===== src/core/lcp_pkg.sv =====
// Operation
// [RQ1] Link address element is two octets: zero octet, then binary link address.
// [RQ2] Sent link address equals the bearer channel link identifier of that link.
// [RQ3] Function element: identifier, length, then extension bit one and function code.
// [RQ4] Function codes 0 to 7 are defined; all other seven-bit values reserved.
// [RQ5] Enter out of service at start-up and on a traffic halt request.
// [RQ6] Out of service plus traffic go request enters in service.
// [RQ7] Out of service: received message or function request raises error, no change.
// [RQ8] Halt request in service or awaiting stops timer and returns out of service.
// [RQ9] In service: received link control is acknowledged and delivered to management.
// [RQ10] In service: function request sends link control, starts timer, awaits ack.
// [RQ11] Awaiting: received link control still acknowledged and delivered, state kept.
// [RQ12] Awaiting: received acknowledge stops timer and returns to in service.
// [RQ13] Awaiting: new function request is saved, not sent nor rejected.
// [RQ14] Pending function events queue in order; next sent after re-entering service.
// [RQ15] First expiry resends and restarts timer; second expiry errors, back in service.
// [RQ16] Outgoing messages are handed to the data link as send requests.
// [RQ17] Received messages pass ordered checks first; no state change; ignored ones dropped.
// [RQ18] Message shorter than four octets raises protocol error and is dropped.
// [RQ19] Wrong protocol discriminator raises protocol error and is dropped.
// [RQ20] Bad, unknown or foreign link address raises protocol error and is dropped.
// [RQ21] Unrecognised message type raises protocol error and is dropped.
// [RQ22] Repeated mandatory element raises protocol error and is dropped.
// [RQ23] Retransmission timer expires after one second, within ten percent.
// [RQ24] Missing mandatory element raises protocol error and is dropped.
// [RQ25] Acknowledge sent at once, repeating the same set of elements.
// [RQ26] Management indications are one-cycle pulses with code and address held.
package lcp_pkg;
  // message octets
  localparam logic [7:0] ADDR_HI_OCTET       = 8'h00;
  localparam logic [7:0] MT_LINK_CONTROL     = 8'h30;
  localparam logic [7:0] MT_LINK_CONTROL_ACK = 8'h31;
  localparam logic [7:0] IE_FN_ID            = 8'h21;
  localparam logic [7:0] IE_FN_LEN           = 8'h01;
  localparam logic [7:0] PD_DEFAULT          = 8'h01;
  localparam int         FN_EXT_BIT          = 7;
  localparam int         FN_W                = 7;
  localparam int         FN_QUEUE_DEPTH      = 4;
  localparam logic [3:0] MIN_MSG_OCTETS      = 4'h4;
  // transmit octet positions
  localparam logic [2:0] OCT_PD      = 3'h0;
  localparam logic [2:0] OCT_ADDR_HI = 3'h1;
  localparam logic [2:0] OCT_ADDR_LO = 3'h2;
  localparam logic [2:0] OCT_TYPE    = 3'h3;
  localparam logic [2:0] OCT_IE_ID   = 3'h4;
  localparam logic [2:0] OCT_IE_LEN  = 3'h5;
  localparam logic [2:0] OCT_FN      = 3'h6;
  // function codes
  localparam logic [6:0] FN_IDENT_REQUEST    = 7'h00;
  localparam logic [6:0] FN_IDENT_ACK        = 7'h01;
  localparam logic [6:0] FN_IDENT_RELEASE    = 7'h02;
  localparam logic [6:0] FN_IDENT_REJECT     = 7'h03;
  localparam logic [6:0] FN_LINK_UNBLOCK     = 7'h04;
  localparam logic [6:0] FN_LINK_BLOCK       = 7'h05;
  localparam logic [6:0] FN_DEFERRED_BLOCK   = 7'h06;
  localparam logic [6:0] FN_IMMEDIATE_BLOCK  = 7'h07;
  // retransmission timer
  localparam int RETX_TIME_MS = 1000;
  localparam int RETX_TOL_PCT = 10;
  localparam int CLK_FREQ_HZ  = 125_000_000;
  localparam int RETX_CYCLES  = RETX_TIME_MS * (CLK_FREQ_HZ / 1000);
  typedef enum logic [1:0] {
    ST_OUT_OF_SERVICE = 2'b00,
    ST_IN_SERVICE     = 2'b01,
    ST_AWAIT_ACK      = 2'b10
  } lcp_state_t;
  typedef enum logic [3:0] {
    ERR_NONE          = 4'h0,
    ERR_OUT_OF_SVC    = 4'h1,
    ERR_ACK_TIMEOUT   = 4'h2,
    ERR_SHORT_MSG     = 4'h3,
    ERR_PROTO_DISC    = 4'h4,
    ERR_LINK_ADDR     = 4'h5,
    ERR_MSG_TYPE      = 4'h6,
    ERR_REPEATED_IE   = 4'h7,
    ERR_MISSING_IE    = 4'h8,
    ERR_CONTENT       = 4'h9,
    ERR_UNRECOG_IE    = 4'hA
  } err_t;
endpackage


===== src/core/lcp_fn_queue.sv =====
`timescale 1ns/1ns
module lcp_fn_queue #(
  parameter int WIDTH = 7,
  parameter int DEPTH = 4
) (
  // clock and reset
  input  wire logic             core_clk_i,
  input  wire logic             reset_i,
  // filling side
  input  wire logic             in_valid_i,
  input  wire logic [WIDTH-1:0] in_data_i,
  output logic                  in_ready_o,
  // draining side
  output logic                  out_valid_o,
  output logic [WIDTH-1:0]      out_data_o,
  input  wire logic             out_ready_i
);
  localparam int AW = (DEPTH > 1) ? $clog2(DEPTH) : 1;
  localparam int CW = $clog2(DEPTH + 1);
  typedef struct packed {
    logic [DEPTH-1:0][WIDTH-1:0] mem;
    logic [AW-1:0]               wr;
    logic [AW-1:0]               rd;
    logic [CW-1:0]               cnt;
    logic                        not_full;
  } q_t;
  q_t r;
  q_t next_r;
  logic push;
  logic pop;

  // arrival order storage
  always_comb
  begin
    next_r = r;
    push   = in_valid_i && r.not_full;
    pop    = out_ready_i && (r.cnt != '0);
    if (push)
    begin
      next_r.mem[r.wr] = in_data_i;
      next_r.wr = (r.wr == AW'(DEPTH - 1)) ? '0 : r.wr + 1'b1;
    end
    if (pop)
      next_r.rd = (r.rd == AW'(DEPTH - 1)) ? '0 : r.rd + 1'b1;
    if (push && !pop)
      next_r.cnt = r.cnt + 1'b1;
    else if (pop && !push)
      next_r.cnt = r.cnt - 1'b1;
    next_r.not_full = (next_r.cnt != CW'(DEPTH));
  end

  always_ff @(posedge core_clk_i)
  begin
    if (reset_i)
    begin
      r          <= '0;
      r.not_full <= 1'b1;
    end
    else
      r <= next_r;
  end

  assign in_ready_o  = r.not_full;
  assign out_valid_o = (r.cnt != '0);
  assign out_data_o  = r.mem[r.rd];
endmodule // lcp_fn_queue


===== src/core/link_control_protocol_entity.sv =====
`timescale 1ns/1ns
module link_control_protocol_entity #(
  parameter int         RETX_CYCLES = lcp_pkg::RETX_CYCLES,
  parameter int         QUEUE_DEPTH = lcp_pkg::FN_QUEUE_DEPTH,
  parameter logic [7:0] PROTO_DISC  = lcp_pkg::PD_DEFAULT
) (
  // clock and reset
  input  wire logic               core_clk_i,
  input  wire logic               reset_i,
  // link configuration
  input  wire logic [7:0]         link_addr_i,
  // received octets from data link
  input  wire logic               rx_valid_i,
  input  wire logic [7:0]         rx_data_i,
  input  wire logic               rx_last_i,
  output logic                    rx_ready_o,
  // datalink_send_request octet stream
  output logic                    tx_valid_o,
  output logic [7:0]              tx_data_o,
  output logic                    tx_last_o,
  input  wire logic               tx_ready_i,
  // management requests
  input  wire logic               traffic_go_request_i,
  input  wire logic               traffic_halt_request_i,
  input  wire logic               fn_req_valid_i,
  input  wire logic [6:0]         fn_req_code_i,
  output logic                    fn_req_ready_o,
  // management indications
  output logic                    fn_ind_valid_o,
  output logic [6:0]              fn_ind_code_o,
  output logic [7:0]              fn_ind_addr_o,
  output logic                    mgmt_error_indication_o,
  output lcp_pkg::err_t           err_code_o,
  output lcp_pkg::lcp_state_t     state_o
);
  import lcp_pkg::*;
  localparam int TW = $clog2(RETX_CYCLES + 1);
  localparam logic [1:0] PH_ID = 2'h0;
  localparam logic [1:0] PH_LEN = 2'h1;
  localparam logic [1:0] PH_BODY = 2'h2;

  typedef struct packed {
    lcp_state_t    st;
    logic          retry;
    logic          tmr_run;
    logic [TW-1:0] tmr;
    logic [3:0]    rx_cnt;
    logic          pd_bad;
    logic          addr_bad;
    logic          type_bad;
    logic          is_ack;
    logic          rep;
    logic          seen;
    logic          cbad;
    logic          unrec;
    logic          ie_fn;
    logic          ie_first;
    logic [1:0]    ph;
    logic [7:0]    ie_left;
    logic [6:0]    rx_fn;
    logic          msg_pend;
    err_t          msg_err;
    logic          msg_ack;
    logic          msg_unrec;
    logic [6:0]    msg_fn;
    logic          tx_act;
    logic [2:0]    tx_idx;
    logic [7:0]    tx_type;
    logic [6:0]    tx_fn;
    logic [7:0]    tx_data;
    logic          tx_last;
    logic [6:0]    cur_fn;
    logic          rx_rdy;
    logic          fn_v;
    logic [6:0]    fn_code;
    logic [7:0]    fn_addr;
    logic          err_v;
    err_t          err_code;
  } regs_t;

  regs_t      r;
  regs_t      n;
  logic       q_valid;
  logic [6:0] q_data;
  logic       q_pop;
  logic       rx_take;
  logic       expired;

  // octet of an outgoing frame at a given position
  function automatic logic [7:0] tx_octet(input logic [2:0] idx, input logic [7:0] mtype,
                                          input logic [6:0] fn, input logic [7:0] addr);
    logic [7:0] o;
    case (idx)
      OCT_PD:      o = PROTO_DISC;
      OCT_ADDR_HI: o = ADDR_HI_OCTET; // RQ1
      OCT_ADDR_LO: o = addr; // RQ2
      OCT_TYPE:    o = mtype;
      OCT_IE_ID:   o = IE_FN_ID; // RQ3
      OCT_IE_LEN:  o = IE_FN_LEN;
      default:     o = {1'b1, fn}; // RQ3
    endcase
    return o;
  endfunction

  // pending function events, arrival order
  lcp_fn_queue #(
    .WIDTH (FN_W),
    .DEPTH (QUEUE_DEPTH)
  ) u_queue (
    .core_clk_i  (core_clk_i),
    .reset_i     (reset_i),
    .in_valid_i  (fn_req_valid_i),
    .in_data_i   (fn_req_code_i),
    .in_ready_o  (fn_req_ready_o),
    .out_valid_o (q_valid),
    .out_data_o  (q_data),
    .out_ready_i (q_pop)
  );

  always_comb
  begin
    n       = r;
    q_pop   = 1'b0;
    rx_take = rx_valid_i && r.rx_rdy;
    expired = r.tmr_run && (r.tmr == '0);
    n.fn_v  = 1'b0;
    n.err_v = 1'b0;

    // retransmission timer countdown
    if (r.tmr_run && (r.tmr != '0))
      n.tmr = r.tmr - 1'b1; // RQ23

    // receive parser: checks only, no state change
    if (rx_take)
    begin
      if (r.rx_cnt != 4'hF)
        n.rx_cnt = r.rx_cnt + 1'b1;
      case (r.rx_cnt)
        4'h0: n.pd_bad = (rx_data_i != PROTO_DISC);        // RQ19
        4'h1: n.addr_bad = (rx_data_i != ADDR_HI_OCTET);   // RQ20
        4'h2: n.addr_bad = r.addr_bad || (rx_data_i != link_addr_i); // RQ20
        4'h3:
        begin
          n.is_ack   = (rx_data_i == MT_LINK_CONTROL_ACK);
          n.type_bad = !n.is_ack && (rx_data_i != MT_LINK_CONTROL); // RQ21
        end
        default:
        begin
          case (r.ph)
            PH_ID:
            begin
              n.ie_fn = (rx_data_i == IE_FN_ID);
              if (n.ie_fn)
              begin
                n.rep  = r.rep || r.seen;                  // RQ22
                n.seen = 1'b1;
                n.ph   = PH_LEN;
              end
              else
              begin
                n.unrec = 1'b1;
                if (!rx_data_i[7])
                  n.ph = PH_LEN;
              end
            end
            PH_LEN:
            begin
              if (r.ie_fn && (rx_data_i != IE_FN_LEN))
                n.cbad = 1'b1;
              n.ie_left  = rx_data_i;
              n.ie_first = 1'b1;
              n.ph       = (rx_data_i == 8'h00) ? PH_ID : PH_BODY;
            end
            default:
            begin
              if (r.ie_fn && r.ie_first)
              begin
                if (!rx_data_i[FN_EXT_BIT] || (rx_data_i[6:0] > FN_IMMEDIATE_BLOCK))
                  n.cbad = 1'b1;                           // RQ4
                if (!r.rep)
                  n.rx_fn = rx_data_i[6:0];
              end
              n.ie_first = 1'b0;
              n.ie_left  = r.ie_left - 1'b1;
              if (r.ie_left == 8'h01)
                n.ph = PH_ID;
            end
          endcase
        end
      endcase
      if (rx_last_i)
      begin
        // precedence of the checks
        n.msg_pend  = 1'b1; // RQ17
        n.msg_ack   = n.is_ack;
        n.msg_fn    = n.rx_fn;
        n.msg_unrec = n.unrec;
        if (n.rx_cnt < MIN_MSG_OCTETS)
          n.msg_err = ERR_SHORT_MSG; // RQ18
        else if (n.pd_bad)
          n.msg_err = ERR_PROTO_DISC; // RQ19
        else if (n.addr_bad)
          n.msg_err = ERR_LINK_ADDR; // RQ20
        else if (n.type_bad)
          n.msg_err = ERR_MSG_TYPE; // RQ21
        else if (n.rep)
          n.msg_err = ERR_REPEATED_IE; // RQ22
        else if (!n.seen)
          n.msg_err = ERR_MISSING_IE; // RQ24
        else if (n.cbad || (n.ie_fn && (n.ph != PH_ID)))
          n.msg_err = ERR_CONTENT;
        else
          n.msg_err = ERR_NONE;
        n.rx_cnt = '0;
        n.pd_bad = 1'b0;
        n.addr_bad = 1'b0;
        n.type_bad = 1'b0;
        n.rep = 1'b0;
        n.seen = 1'b0;
        n.cbad = 1'b0;
        n.unrec = 1'b0;
        n.ie_fn = 1'b0;
        n.ph = PH_ID;
      end
    end

    // transmit octet sequencer
    if (r.tx_act && tx_ready_i)
    begin
      if (r.tx_last)
        n.tx_act = 1'b0;
      else
      begin
        n.tx_idx  = r.tx_idx + 1'b1;
        n.tx_data = tx_octet(n.tx_idx, r.tx_type, r.tx_fn, link_addr_i);
        n.tx_last = (n.tx_idx == OCT_FN);
      end
    end

    // protocol state machine, one event per cycle
    if (traffic_halt_request_i)
    begin
      n.st      = ST_OUT_OF_SERVICE; // RQ5 RQ8
      n.tmr_run = 1'b0;
    end
    else if (traffic_go_request_i && (r.st == ST_OUT_OF_SERVICE))
      n.st = ST_IN_SERVICE; // RQ6
    else if (r.msg_pend && !r.tx_act)
    begin
      n.msg_pend = 1'b0;
      if (r.msg_err != ERR_NONE)
      begin
        n.err_v    = 1'b1; // RQ17
        n.err_code = r.msg_err;
      end
      else if (r.st == ST_OUT_OF_SERVICE)
      begin
        n.err_v    = 1'b1;                                 // RQ7
        n.err_code = ERR_OUT_OF_SVC;
      end
      else
      begin
        if (r.msg_unrec)
        begin
          n.err_v    = 1'b1;
          n.err_code = ERR_UNRECOG_IE;
        end
        if (!r.msg_ack)
        begin
          n.fn_v    = 1'b1; // RQ9 RQ11
          n.fn_code = r.msg_fn;
          n.fn_addr = link_addr_i;
          n.tx_act  = 1'b1; // RQ25 RQ16
          n.tx_idx  = OCT_PD;
          n.tx_type = MT_LINK_CONTROL_ACK;
          n.tx_fn   = r.msg_fn;
          n.tx_data = PROTO_DISC;
          n.tx_last = 1'b0;
        end
        else if (r.st == ST_AWAIT_ACK)
        begin
          n.tmr_run = 1'b0; // RQ12
          n.st      = ST_IN_SERVICE;
        end
      end
    end
    else if (expired && (r.st == ST_AWAIT_ACK) && !r.tx_act)
    begin
      if (!r.retry)
      begin
        n.retry   = 1'b1; // RQ15
        n.tmr     = TW'(RETX_CYCLES - 1);
        n.tx_act  = 1'b1;
        n.tx_idx  = OCT_PD;
        n.tx_type = MT_LINK_CONTROL;
        n.tx_fn   = r.cur_fn;
        n.tx_data = PROTO_DISC;
        n.tx_last = 1'b0;
      end
      else
      begin
        n.tmr_run  = 1'b0; // RQ15
        n.err_v    = 1'b1;
        n.err_code = ERR_ACK_TIMEOUT;
        n.st       = ST_IN_SERVICE;
      end
    end
    else if (q_valid && !r.tx_act && (r.st != ST_AWAIT_ACK)) // RQ13 RQ14
    begin
      q_pop = 1'b1;
      if (r.st == ST_OUT_OF_SERVICE)
      begin
        n.err_v    = 1'b1;                                 // RQ7
        n.err_code = ERR_OUT_OF_SVC;
      end
      else
      begin
        n.cur_fn  = q_data; // RQ10
        n.retry   = 1'b0;
        n.tmr_run = 1'b1;
        n.tmr     = TW'(RETX_CYCLES - 1);
        n.st      = ST_AWAIT_ACK;
        n.tx_act  = 1'b1; // RQ16
        n.tx_idx  = OCT_PD;
        n.tx_type = MT_LINK_CONTROL;
        n.tx_fn   = q_data;
        n.tx_data = PROTO_DISC;
        n.tx_last = 1'b0;
      end
    end
    n.rx_rdy = !n.msg_pend;
  end

  // state register
  always_ff @(posedge core_clk_i)
  begin
    if (reset_i)
    begin
      r        <= '0;
      r.st     <= ST_OUT_OF_SERVICE;                       // RQ5
      r.rx_rdy <= 1'b1;
    end
    else
      r <= n;
  end

  // outputs straight from state
  assign rx_ready_o              = r.rx_rdy;
  assign tx_valid_o              = r.tx_act;
  assign tx_data_o               = r.tx_data;
  assign tx_last_o               = r.tx_last;
  assign fn_ind_valid_o          = r.fn_v;                 // RQ26
  assign fn_ind_code_o           = r.fn_code;
  assign fn_ind_addr_o           = r.fn_addr;
  assign mgmt_error_indication_o = r.err_v;                // RQ26
  assign err_code_o              = r.err_code;
  assign state_o                 = r.st;
endmodule // link_control_protocol_entity


===== config.mk =====
export PLATFORM = sky130hd
export DESIGN_NAME = link_control_protocol_entity
export DESIGN_NICKNAME = d
export VERILOG_FILES = /design/src/core/lcp_pkg.sv /design/src/core/lcp_fn_queue.sv /design/src/core/link_control_protocol_entity.sv
export SDC_FILE = /design/constraint.sdc
export NUM_CORES = 1
export LEC_CHECK = 0
export ABC_AREA = 1
export BUFFER_PORTS_ARGS = -buffer_cell sky130_fd_sc_hd__buf_2
export CORE_MARGIN = 1
export CORE_UTILIZATION = 55
export CTS_CLUSTER_DIAMETER = 40
export DETAILED_ROUTE_END_ITERATION = 7
export GPL_TIMING_DRIVEN = 0
export PLACE_DENSITY = 0.83
export SYNTH_ARGS = -nofsm -noshare
export SYNTH_HDL_FRONTEND = slang
export SYNTH_SLANG_ARGS = --single-unit

===== constraint.sdc =====
create_clock -name core_clk_i -period 2.3 [get_ports core_clk_i]
set_input_delay 0.46 -clock core_clk_i [delete_from_list [all_inputs] [get_ports core_clk_i]]
set_output_delay 0.46 -clock core_clk_i [all_outputs]
set_load 0.005 [all_outputs]

==> results.py, run 1 <==
metrics = {
    "placement": {
        "gp_congestion": 0.9692,
        "dp_hpwl_um": 15350,
        "port_buffers": 64,
    },
    "pwr": {
        "ir_worst_vdd_uv": 592.0,
        "clkPwrFrac": 0.416,
        "totalPowerFinal_mw": 6.774,
        "seqPwrFrac": 0.446,
        "switching_share": 0.2719,
        "pwr_density_cell_mw_per_mm2": 717.2,
        "leakage_nw": 4.307,
        "p_int_mw": 4.933,
        "p_sw_mw": 1.842,
        "combPwrFrac": 0.138,
    },
    "yosys": {
        "synth.distinct_cells": 52,
        "synth-main-ff-cell": "dfxtp_1",
        "postSynth.asyncResetShare": 0,
        "yosysSeqAreaShare": 0.3967,
        "synthesis.nets": 1221,
        "syn_inst": 1170,
        "yosys.area.top_type": "dfxtp_1",
        "synth_edf_count": 0,
        "ys_top_cells_by_area": "dfxtp_1 (40%), nand2_1 (8.6%), inv_1 (7.2%)",
        "syn_avg_cell_area_sq_um": 7.031,
        "netlist_area_sq_mm": 0.008227,
        "ys.warnings.count": 0,
        "synth_top_cell_area_share": 0.3967,
        "ys_ff_latch": 163,
    },
    "worst_setup_path": {
        "crit_chain": "inv_1 > nand2_2 > inv_1 > nor2_1 > inv_1 > nor2_1 > nand2_4 > nor2_2 > inv_1 > o21ai_0 > a21oi_1",
        "path_class": "flip-flop to flip-flop",
        "arrival_ns": 2.53,
        "critPathMaxFanout": 10,
        "setup.worst_path.end_class": "flip-flop",
        "max_stage_delay_ns": 0.38,
        "ff2ff_setup_slack_ns": 0.09,
        "crit_path_start": "state_o[0]$_SDFFE_PP0P_",
        "r2r-start": "state_o[0]$_SDFFE_PP0P_",
        "startpoint_type": "flip-flop",
        "reg2reg_depth": 11,
        "cp_top_family": "simple AND/OR/NAND/NOR gates",
        "critPathMostFrequentCell": "inv_1",
        "crit_path_top_delay_cell": "dfxtp_1",
        "r2r_end": "fn_ind_code_o[6]$_SDFFE_PP0P_",
        "path_buf_inv": 4,
        "cp.required_ns": 2.61,
    },
    "clock_tree": {
        "numCtsBuffers": 17,
        "clk_latency_ns": 0.44,
        "cts_root_buf": "clkbuf_16",
        "hold_buffers": 0,
        "cts_buffer_depth": 2,
        "htreeDepth": 4,
        "clk_pin_slew_ns": 0.06,
        "cts.sinks": 163,
        "cts_tree": "done",
    },
    "grt": {
        "track_usage": 0.2798,
        "grt_max_degree": 17,
        "grt_pass1_vias": 7300,
        "antenna_found_initial": 0,
        "grt_first_pass_wirelength_um": 35110,
        "grt_overflow": 0,
    },
    "layout": {
        "antenna_cells": 0,
        "mostFrequentLayoutCells": "nand2_1 (186), dfxtp_1 (162), inv_1 (155)",
        "final_common_cell": "nand2_1",
        "drive_gt1_frac": 0.1413,
        "fin_nets": 1305,
        "area_growth_pct": 14.81,
    },
    "sta": {
        "slew_headroom": 0.4338,
        "slew_viol_final": 0,
        "hold_viol_final": 0,
        "fin_crit_ns": 2.213,
        "finalSetupViolCount": 0,
        "fmax_ghz": 0.4519,
        "worst_pin_slew_ns": 0.8493,
        "fin_worst_skew_ns": 0.009420,
        "min_period_over_period": 0.9622,
        "fin_setup_tns_ns": 0,
    },
    "drt": {
        "drt-pass1-iter-count": 5,
        "wl_per_cell_um": 14.94,
        "initialDrtViolationCount": 895,
        "vias": 8112,
        "drcViolationCount": 0,
        "wirelength_um": 21670,
        "drtAntennaViolNets": 0,
        "viasPerCell": 5.591,
    },
    "hold_path": {
        "holdCritPathClass": "primary input to flip-flop",
        "holdPathEnd": "u_queue.r[17]$_SDFFE_PP0P_",
        "min_from": "fn_req_code_i[2]",
        "whs_path_depth": 3,
    },
    "run_status": {
        "status": "finished, final reports clean",
    },
    "floorplan": {
        "core_sq_mm": 0.01459,
        "ioPinCount": 66,
        "row_count": 44,
        "die_x_um": 124.3,
        "die_area_sq_mm": 0.01545,
        "die_y_um": 124.3,
        "initial_core_util": 0.5639,
    },
    "run": {
        "cap_viol_max_count": 0,
    },
}
worst register-to-register path, cell delays in order (launching register included):
cell and delay [ns]:
dfxtp_1 0.38, inv_1 0.09, nand2_2 0.10, inv_1 0.09, nor2_1 0.14, inv_1 0.07
nor2_1 0.17, nand2_4 0.16, nor2_2 0.32, inv_1 0.21, o21ai_0 0.27, a21oi_1 0.08
power by group through the flow:
stage | clock network [mW] | logic [mW] | registers (mW)
2_1_floorplan | 0 | 0.646 | 3.05
3_3_place_gp | 0 | 0.867 | 3.07
3_5_place_dp | 0 | 0.889 | 3.07
4_1_cts | 2.84 | 0.903 | 3.01
5_1_grt | 2.95 | 1.04 | 3.03
6_report | 2.82 | 0.936 | 3.02
synth_stat cells (2+ instances only):
cell	instances
a31oi_1	6
ha_1	20
inv_1	157
nand2_2	4
xnor2_1	5
o211ai_1	9
nand3_1	61
or2_2	2
o2111ai_1	2
buf_4	31
nor4_1	3
dfxtp_1	163
buf_2	2
o22ai_1	18
nor2_2	6
clkbuf_1	27
nand2_1	188
a211oi_1	7
nand3_2	3
nor2_4	3
nor3_1	16
buf_1	5
xor2_1	12
o21ai_0	117
nand2_4	2
nand4_1	8
o21a_1	2
clkinv_1	2
a31oi_2	4
a21oi_1	112
nor2_1	145
a21oi_2	5
o31ai_1	2
o21bai_1	3
kinds of logic after synthesis:
logic type | Yosys count | share of synthesized area
flops | 163 | 0.3967
simple gates | 446 | 0.2329
buf+inv | 227 | 0.1195
xor+xnor | 17 | 0.01810
compound gates | 296 | 0.2011
fa+ha+maj | 20 | 0.03042
mux | 1 | 0.001369
routing by layer:
layer | vias to the layer above | GRT usage | share of wire
li1 | 3984 | - | -
met3 | 56 | 0.05842 | 0.078
met5 | - | 0 | 0
met1 | 3724 | 0.3656 | 0.43
met2 | 348 | 0.4465 | 0.46
met4 | 0 | 0.1198 | 0.031
stage by stage:
step	instance area, sq um	setup slack [ns]	utilization	cells	hold WS [ns]
3_5_place_dp	8777	-0.04472	0.6016	1418	0.4442
2_1_floorplan	8227	0.3791	-	1170	0.4242
5_1_grt	9445	-0.008944	0.6474	1451	0.3331
6_report	9445	0.08691	0.6474	1451	0.3343
3_3_place_gp	8777	-0.02933	0.6016	1418	0.4389
4_1_cts	9363	0.01977	0.6418	1450	0.3185
sequential cells by signal, summed over array words and instances (netlist names):
register,cells
fn_ind_valid_o,1
tx_data_o,8
tx_valid_o,1
fn_ind_addr_o,8
rx_ready_o,1
u_queue.r,35
fn_ind_code_o,7
err_code_o,4
r,93
tx_last_o,1
mgmt_error_indication_o,1
u_queue.in_ready_o,1
state_o,2
how the worst max path moves through the flow:
| stage | end | slack, ns | depth (start not counted) |
|---|---|---|---|
| floorplan | r[128]$_SDFF_PP0_ | 0.38 | 15 |
| global placement | r[76]$_SDFFE_PP0P_ | -0.03 | 10 |
| detailed placement | r[76]$_SDFFE_PP0P_ | -0.04 | 10 |
| CTS | r[128]$_SDFF_PP0_ | 0.02 | 15 |
| global route | r[110]$_SDFF_PP0_ | -0.009 | 15 |
| finish | fn_ind_code_o[6]$_SDFFE_PP0P_ | 0.09 | 11 |
repair_timing:
item                                    4_1_cts  5_1_grt
setup buffers                                 0        2
pin swaps                                     0        3
gates resized for setup                       4       27
endpoints found under the setup margin       17       55
final cells by class:
type	instances	area (sq um)
tap	184	230.2
inverter	161	613.1
buffer	65	375.4
timing repair buffer	66	335.3
fill	1306	5144
clock buffer	24	481.7
sequential	163	3264
multi-input combinational	780	4044
clock inverter	8	101.3
No activity file was read; power rests on OpenSTA's default activity.
==> run 2, diff against run 1 <==
--- a/config.mk
+++ b/config.mk
@@ -8,11 +8,11 @@
 export ABC_AREA = 1
 export BUFFER_PORTS_ARGS = -buffer_cell sky130_fd_sc_hd__buf_2
 export CORE_MARGIN = 1
-export CORE_UTILIZATION = 55
+export CORE_UTILIZATION = 57
 export CTS_CLUSTER_DIAMETER = 40
 export DETAILED_ROUTE_END_ITERATION = 7
 export GPL_TIMING_DRIVEN = 0
-export PLACE_DENSITY = 0.83
+export PLACE_DENSITY = 0.85
 export SYNTH_ARGS = -nofsm -noshare
 export SYNTH_HDL_FRONTEND = slang
 export SYNTH_SLANG_ARGS = --single-unit
==> constraint.sdc (replaced) <==
create_clock -name core_clk_i -period 2.3 [get_ports core_clk_i]
set_input_delay 0.23 -clock core_clk_i [delete_from_list [all_inputs] [get_ports core_clk_i]]
set_output_delay 0.23 -clock core_clk_i [all_outputs]
set_load 0.005 [all_outputs]
==> run 2 against run 1 <==
  * The flow now finishes with violations (DRC)
  * Global-route usage increased by 2.3 points
  * Final cell count decreased by 0.28%
  * Sequential share of layout area decreased by 0.26 points
  * Non-clock buffer count increased by 3
  * Clock skew decreased by 0.0025 ns
  * Setup slack improved by 0.010 ns
  * Via count increased by 1.0%
  * Critical path depth decreased by 1
  * First-iteration DRC count decreased by 21%
  * Critical endpoint is now u_queue.in_ready_o$_SDFF_PP1_
==> results.py, run 2 (same netlist as run 1, synthesis figures left out) <==
metrics = {
    "floorplan": {
        "die_y_um": 122.1,
        "die_area_sq_mm": 0.01492,
        "initial_core_util": 0.5881,
        "core_sq_mm": 0.01399,
        "row_count": 43,
        "die_x_um": 122.1,
        "ioPinCount": 66,
    },
    "placement": {
        "place_ws_ns": -0.07154,
        "dpl_cell_area_sq_mm": 0.008772,
        "port_buffers": 64,
        "gp_congestion": 0.9380,
        "dp_hpwl_um": 15520,
    },
    "clock_tree": {
        "cts_root_buf": "clkbuf_16",
        "htreeDepth": 4,
        "cts_tree": "done",
        "clk_pin_slew_ns": 0.06,
        "cts.sinks": 163,
        "numCtsBuffers": 17,
        "clk_latency_ns": 0.44,
        "cts_buffer_depth": 2,
    },
    "layout": {
        "mostFrequentLayoutCells": "nand2_1 (183), dfxtp_1 (162), inv_1 (156)",
        "final_common_cell": "nand2_1",
        "largest_reg_flops": 93,
        "top_register": "r",
        "postLayoutCoreUtil": 0.6803,
        "area_growth_pct": 15.68,
        "antenna_cells": 0,
        "drive_gt1_frac": 0.1484,
        "fin_area_sq_mm": 0.009517,
        "fin_nets": 1308,
        "reg.largest.list": "r: 93 flops, u_queue.r: 35 flops",
    },
    "worst_setup_path": {
        "r2r_end": "u_queue.in_ready_o$_SDFF_PP1_",
        "reg2reg_depth": 10,
        "cp.required_ns": 2.59,
        "r2r-start": "u_queue.r[2]$_SDFF_PP0_",
        "startpoint_type": "flip-flop",
        "arrival_ns": 2.49,
        "path_class": "flip-flop to flip-flop",
        "crit_path_start": "u_queue.r[2]$_SDFF_PP0_",
        "setup.worst_path.end_class": "flip-flop",
        "ff2ff_setup_slack_ns": 0.1,
        "critPathMaxFanout": 6,
    },
    "grt": {
        "grt_overflow": 0,
        "grt_max_degree": 17,
        "antenna_found_initial": 0,
        "track_usage": 0.3028,
        "grt_first_pass_wirelength_um": 35020,
        "grt_pass1_vias": 7294,
    },
    "sta": {
        "fin_crit_ns": 2.203,
        "finalWorstSetupSlack_ns": 0.09734,
        "fin_setup_tns_ns": 0,
        "slew_headroom": 0.4441,
        "fmax_ghz": 0.4540,
        "hold_viol_final": 0,
        "slew_viol_final": 0,
        "worst_pin_slew_ns": 0.8339,
        "min_period_over_period": 0.9577,
        "fin_worst_skew_ns": 0.006964,
        "finalSetupViolCount": 0,
        "hold_ws_ns": 0.1017,
    },
    "drt": {
        "wirelength_um": 22330,
        "wl_met1_um": 9340,
        "initialDrtViolationCount": 708,
        "drt-pass1-iter-count": 8,
        "drcViolationCount": 1,
        "drtAntennaViolNets": 0,
        "wl_met2_um": 10370,
        "wl_per_cell_um": 15.43,
        "highest_layer": "met4",
        "vias": 8196,
        "viasPerCell": 5.664,
        "met3_length_um": 2011,
    },
    "hold_path": {
        "holdPathEnd": "u_queue.r[29]$_SDFFE_PP0P_",
        "min_from": "fn_req_code_i[0]",
        "whs_path_depth": 3,
        "holdCritPathClass": "primary input to flip-flop",
    },
    "pwr": {
        "pwr_density_cell_mw_per_mm2": 723.0,
        "ir_worst_vdd_uv": 615.8,
        "leakage_nw": 4.348,
    },
    "run": {
        "cap_viol_max_count": 0,
    },
    "run_status": {
        "status": "complete, but fails checks",
        "violations": "DRC",
    },
}
==> run 2: cell types whose count changed in the layout (fill, tap and decap cells not counted), moves of 3 or more <==
| cell | delta |
|---|---|
| clkbuf_8 | +4 |
| nor2_1 | -4 |
| nand2_1 | -3 |
| nor2_2 | +4 |
| o21ai_0 | +3 |
| o21ai_1 | -4 |
| nand2_2 | +3 |
==> run 2: what timing repair did <==
action | in CTS | in global routing
endpoints found under the setup margin | 26 | 68
resized for setup | 4 | 35
pin swaps | 0 | 3
cloned | 0 | 0
hold buffers | 0 | 0
endpoints found under the hold margin | 0 | 0
setup buffers | 0 | 4
==> run 2: metrics by stage <==
step | total power [mW] | cells
floorplan | 3.700 | 1170
global placement | 3.936 | 1414
detailed placement | 3.964 | 1414
CTS | 6.815 | 1443
global route | 7.122 | 1447
finish | 6.881 | 1447
==> run 2: metal layers <==
metal | GRT usage | vias to the layer above
li1 | - | 3973
met1 | 0.3931 | 3777
met2 | 0.4919 | 388
met3 | 0.06133 | 58
met4 | 0.1189 | 0
met5 | 0 | -
==> run 2: critical path, cell delays in order, from the launching register on <==
cell,delay [ns]
dfxtp_1,0.32
inv_1,0.10
ha_1,0.17
inv_1,0.05
o21ai_1,0.32
nor2_2,0.11
nand3_1,0.23
nand2_1,0.14
or2_0,0.22
a31oi_1,0.24
nand3_1,0.15
==> run 2: worst max path at each step <==
stage / endpoint / slack [ns]
finish: u_queue.in_ready_o$_SDFF_PP1_ / 0.1
global route: u_queue.in_ready_o$_SDFF_PP1_ / -0.03
CTS: r[128]$_SDFF_PP0_ / 0.0001
detailed placement: r[76]$_SDFFE_PP0P_ / -0.07
global placement: r[76]$_SDFFE_PP0P_ / -0.003
floorplan: r[128]$_SDFF_PP0_ / 0.38
==> run 2: area by class of cell <==
cell class	instances	area, sq um
fill	1158	4472
multi-input combinational	780	4084
sequential	163	3264
inverter	161	613.1
clock buffer	26	529.3
buffer	66	382.9
timing repair buffer	68	350.3
tap	180	225.2
clock inverter	3	67.56
==> run 2: power breakdown <==
group	leakage [nW]	switching [mW]	internal, mW	total (mW)
Sequential	1.32	0.0794	2.94	3.02
Clock	0.291	1.11	1.78	2.89
Combinational	2.74	0.646	0.325	0.971
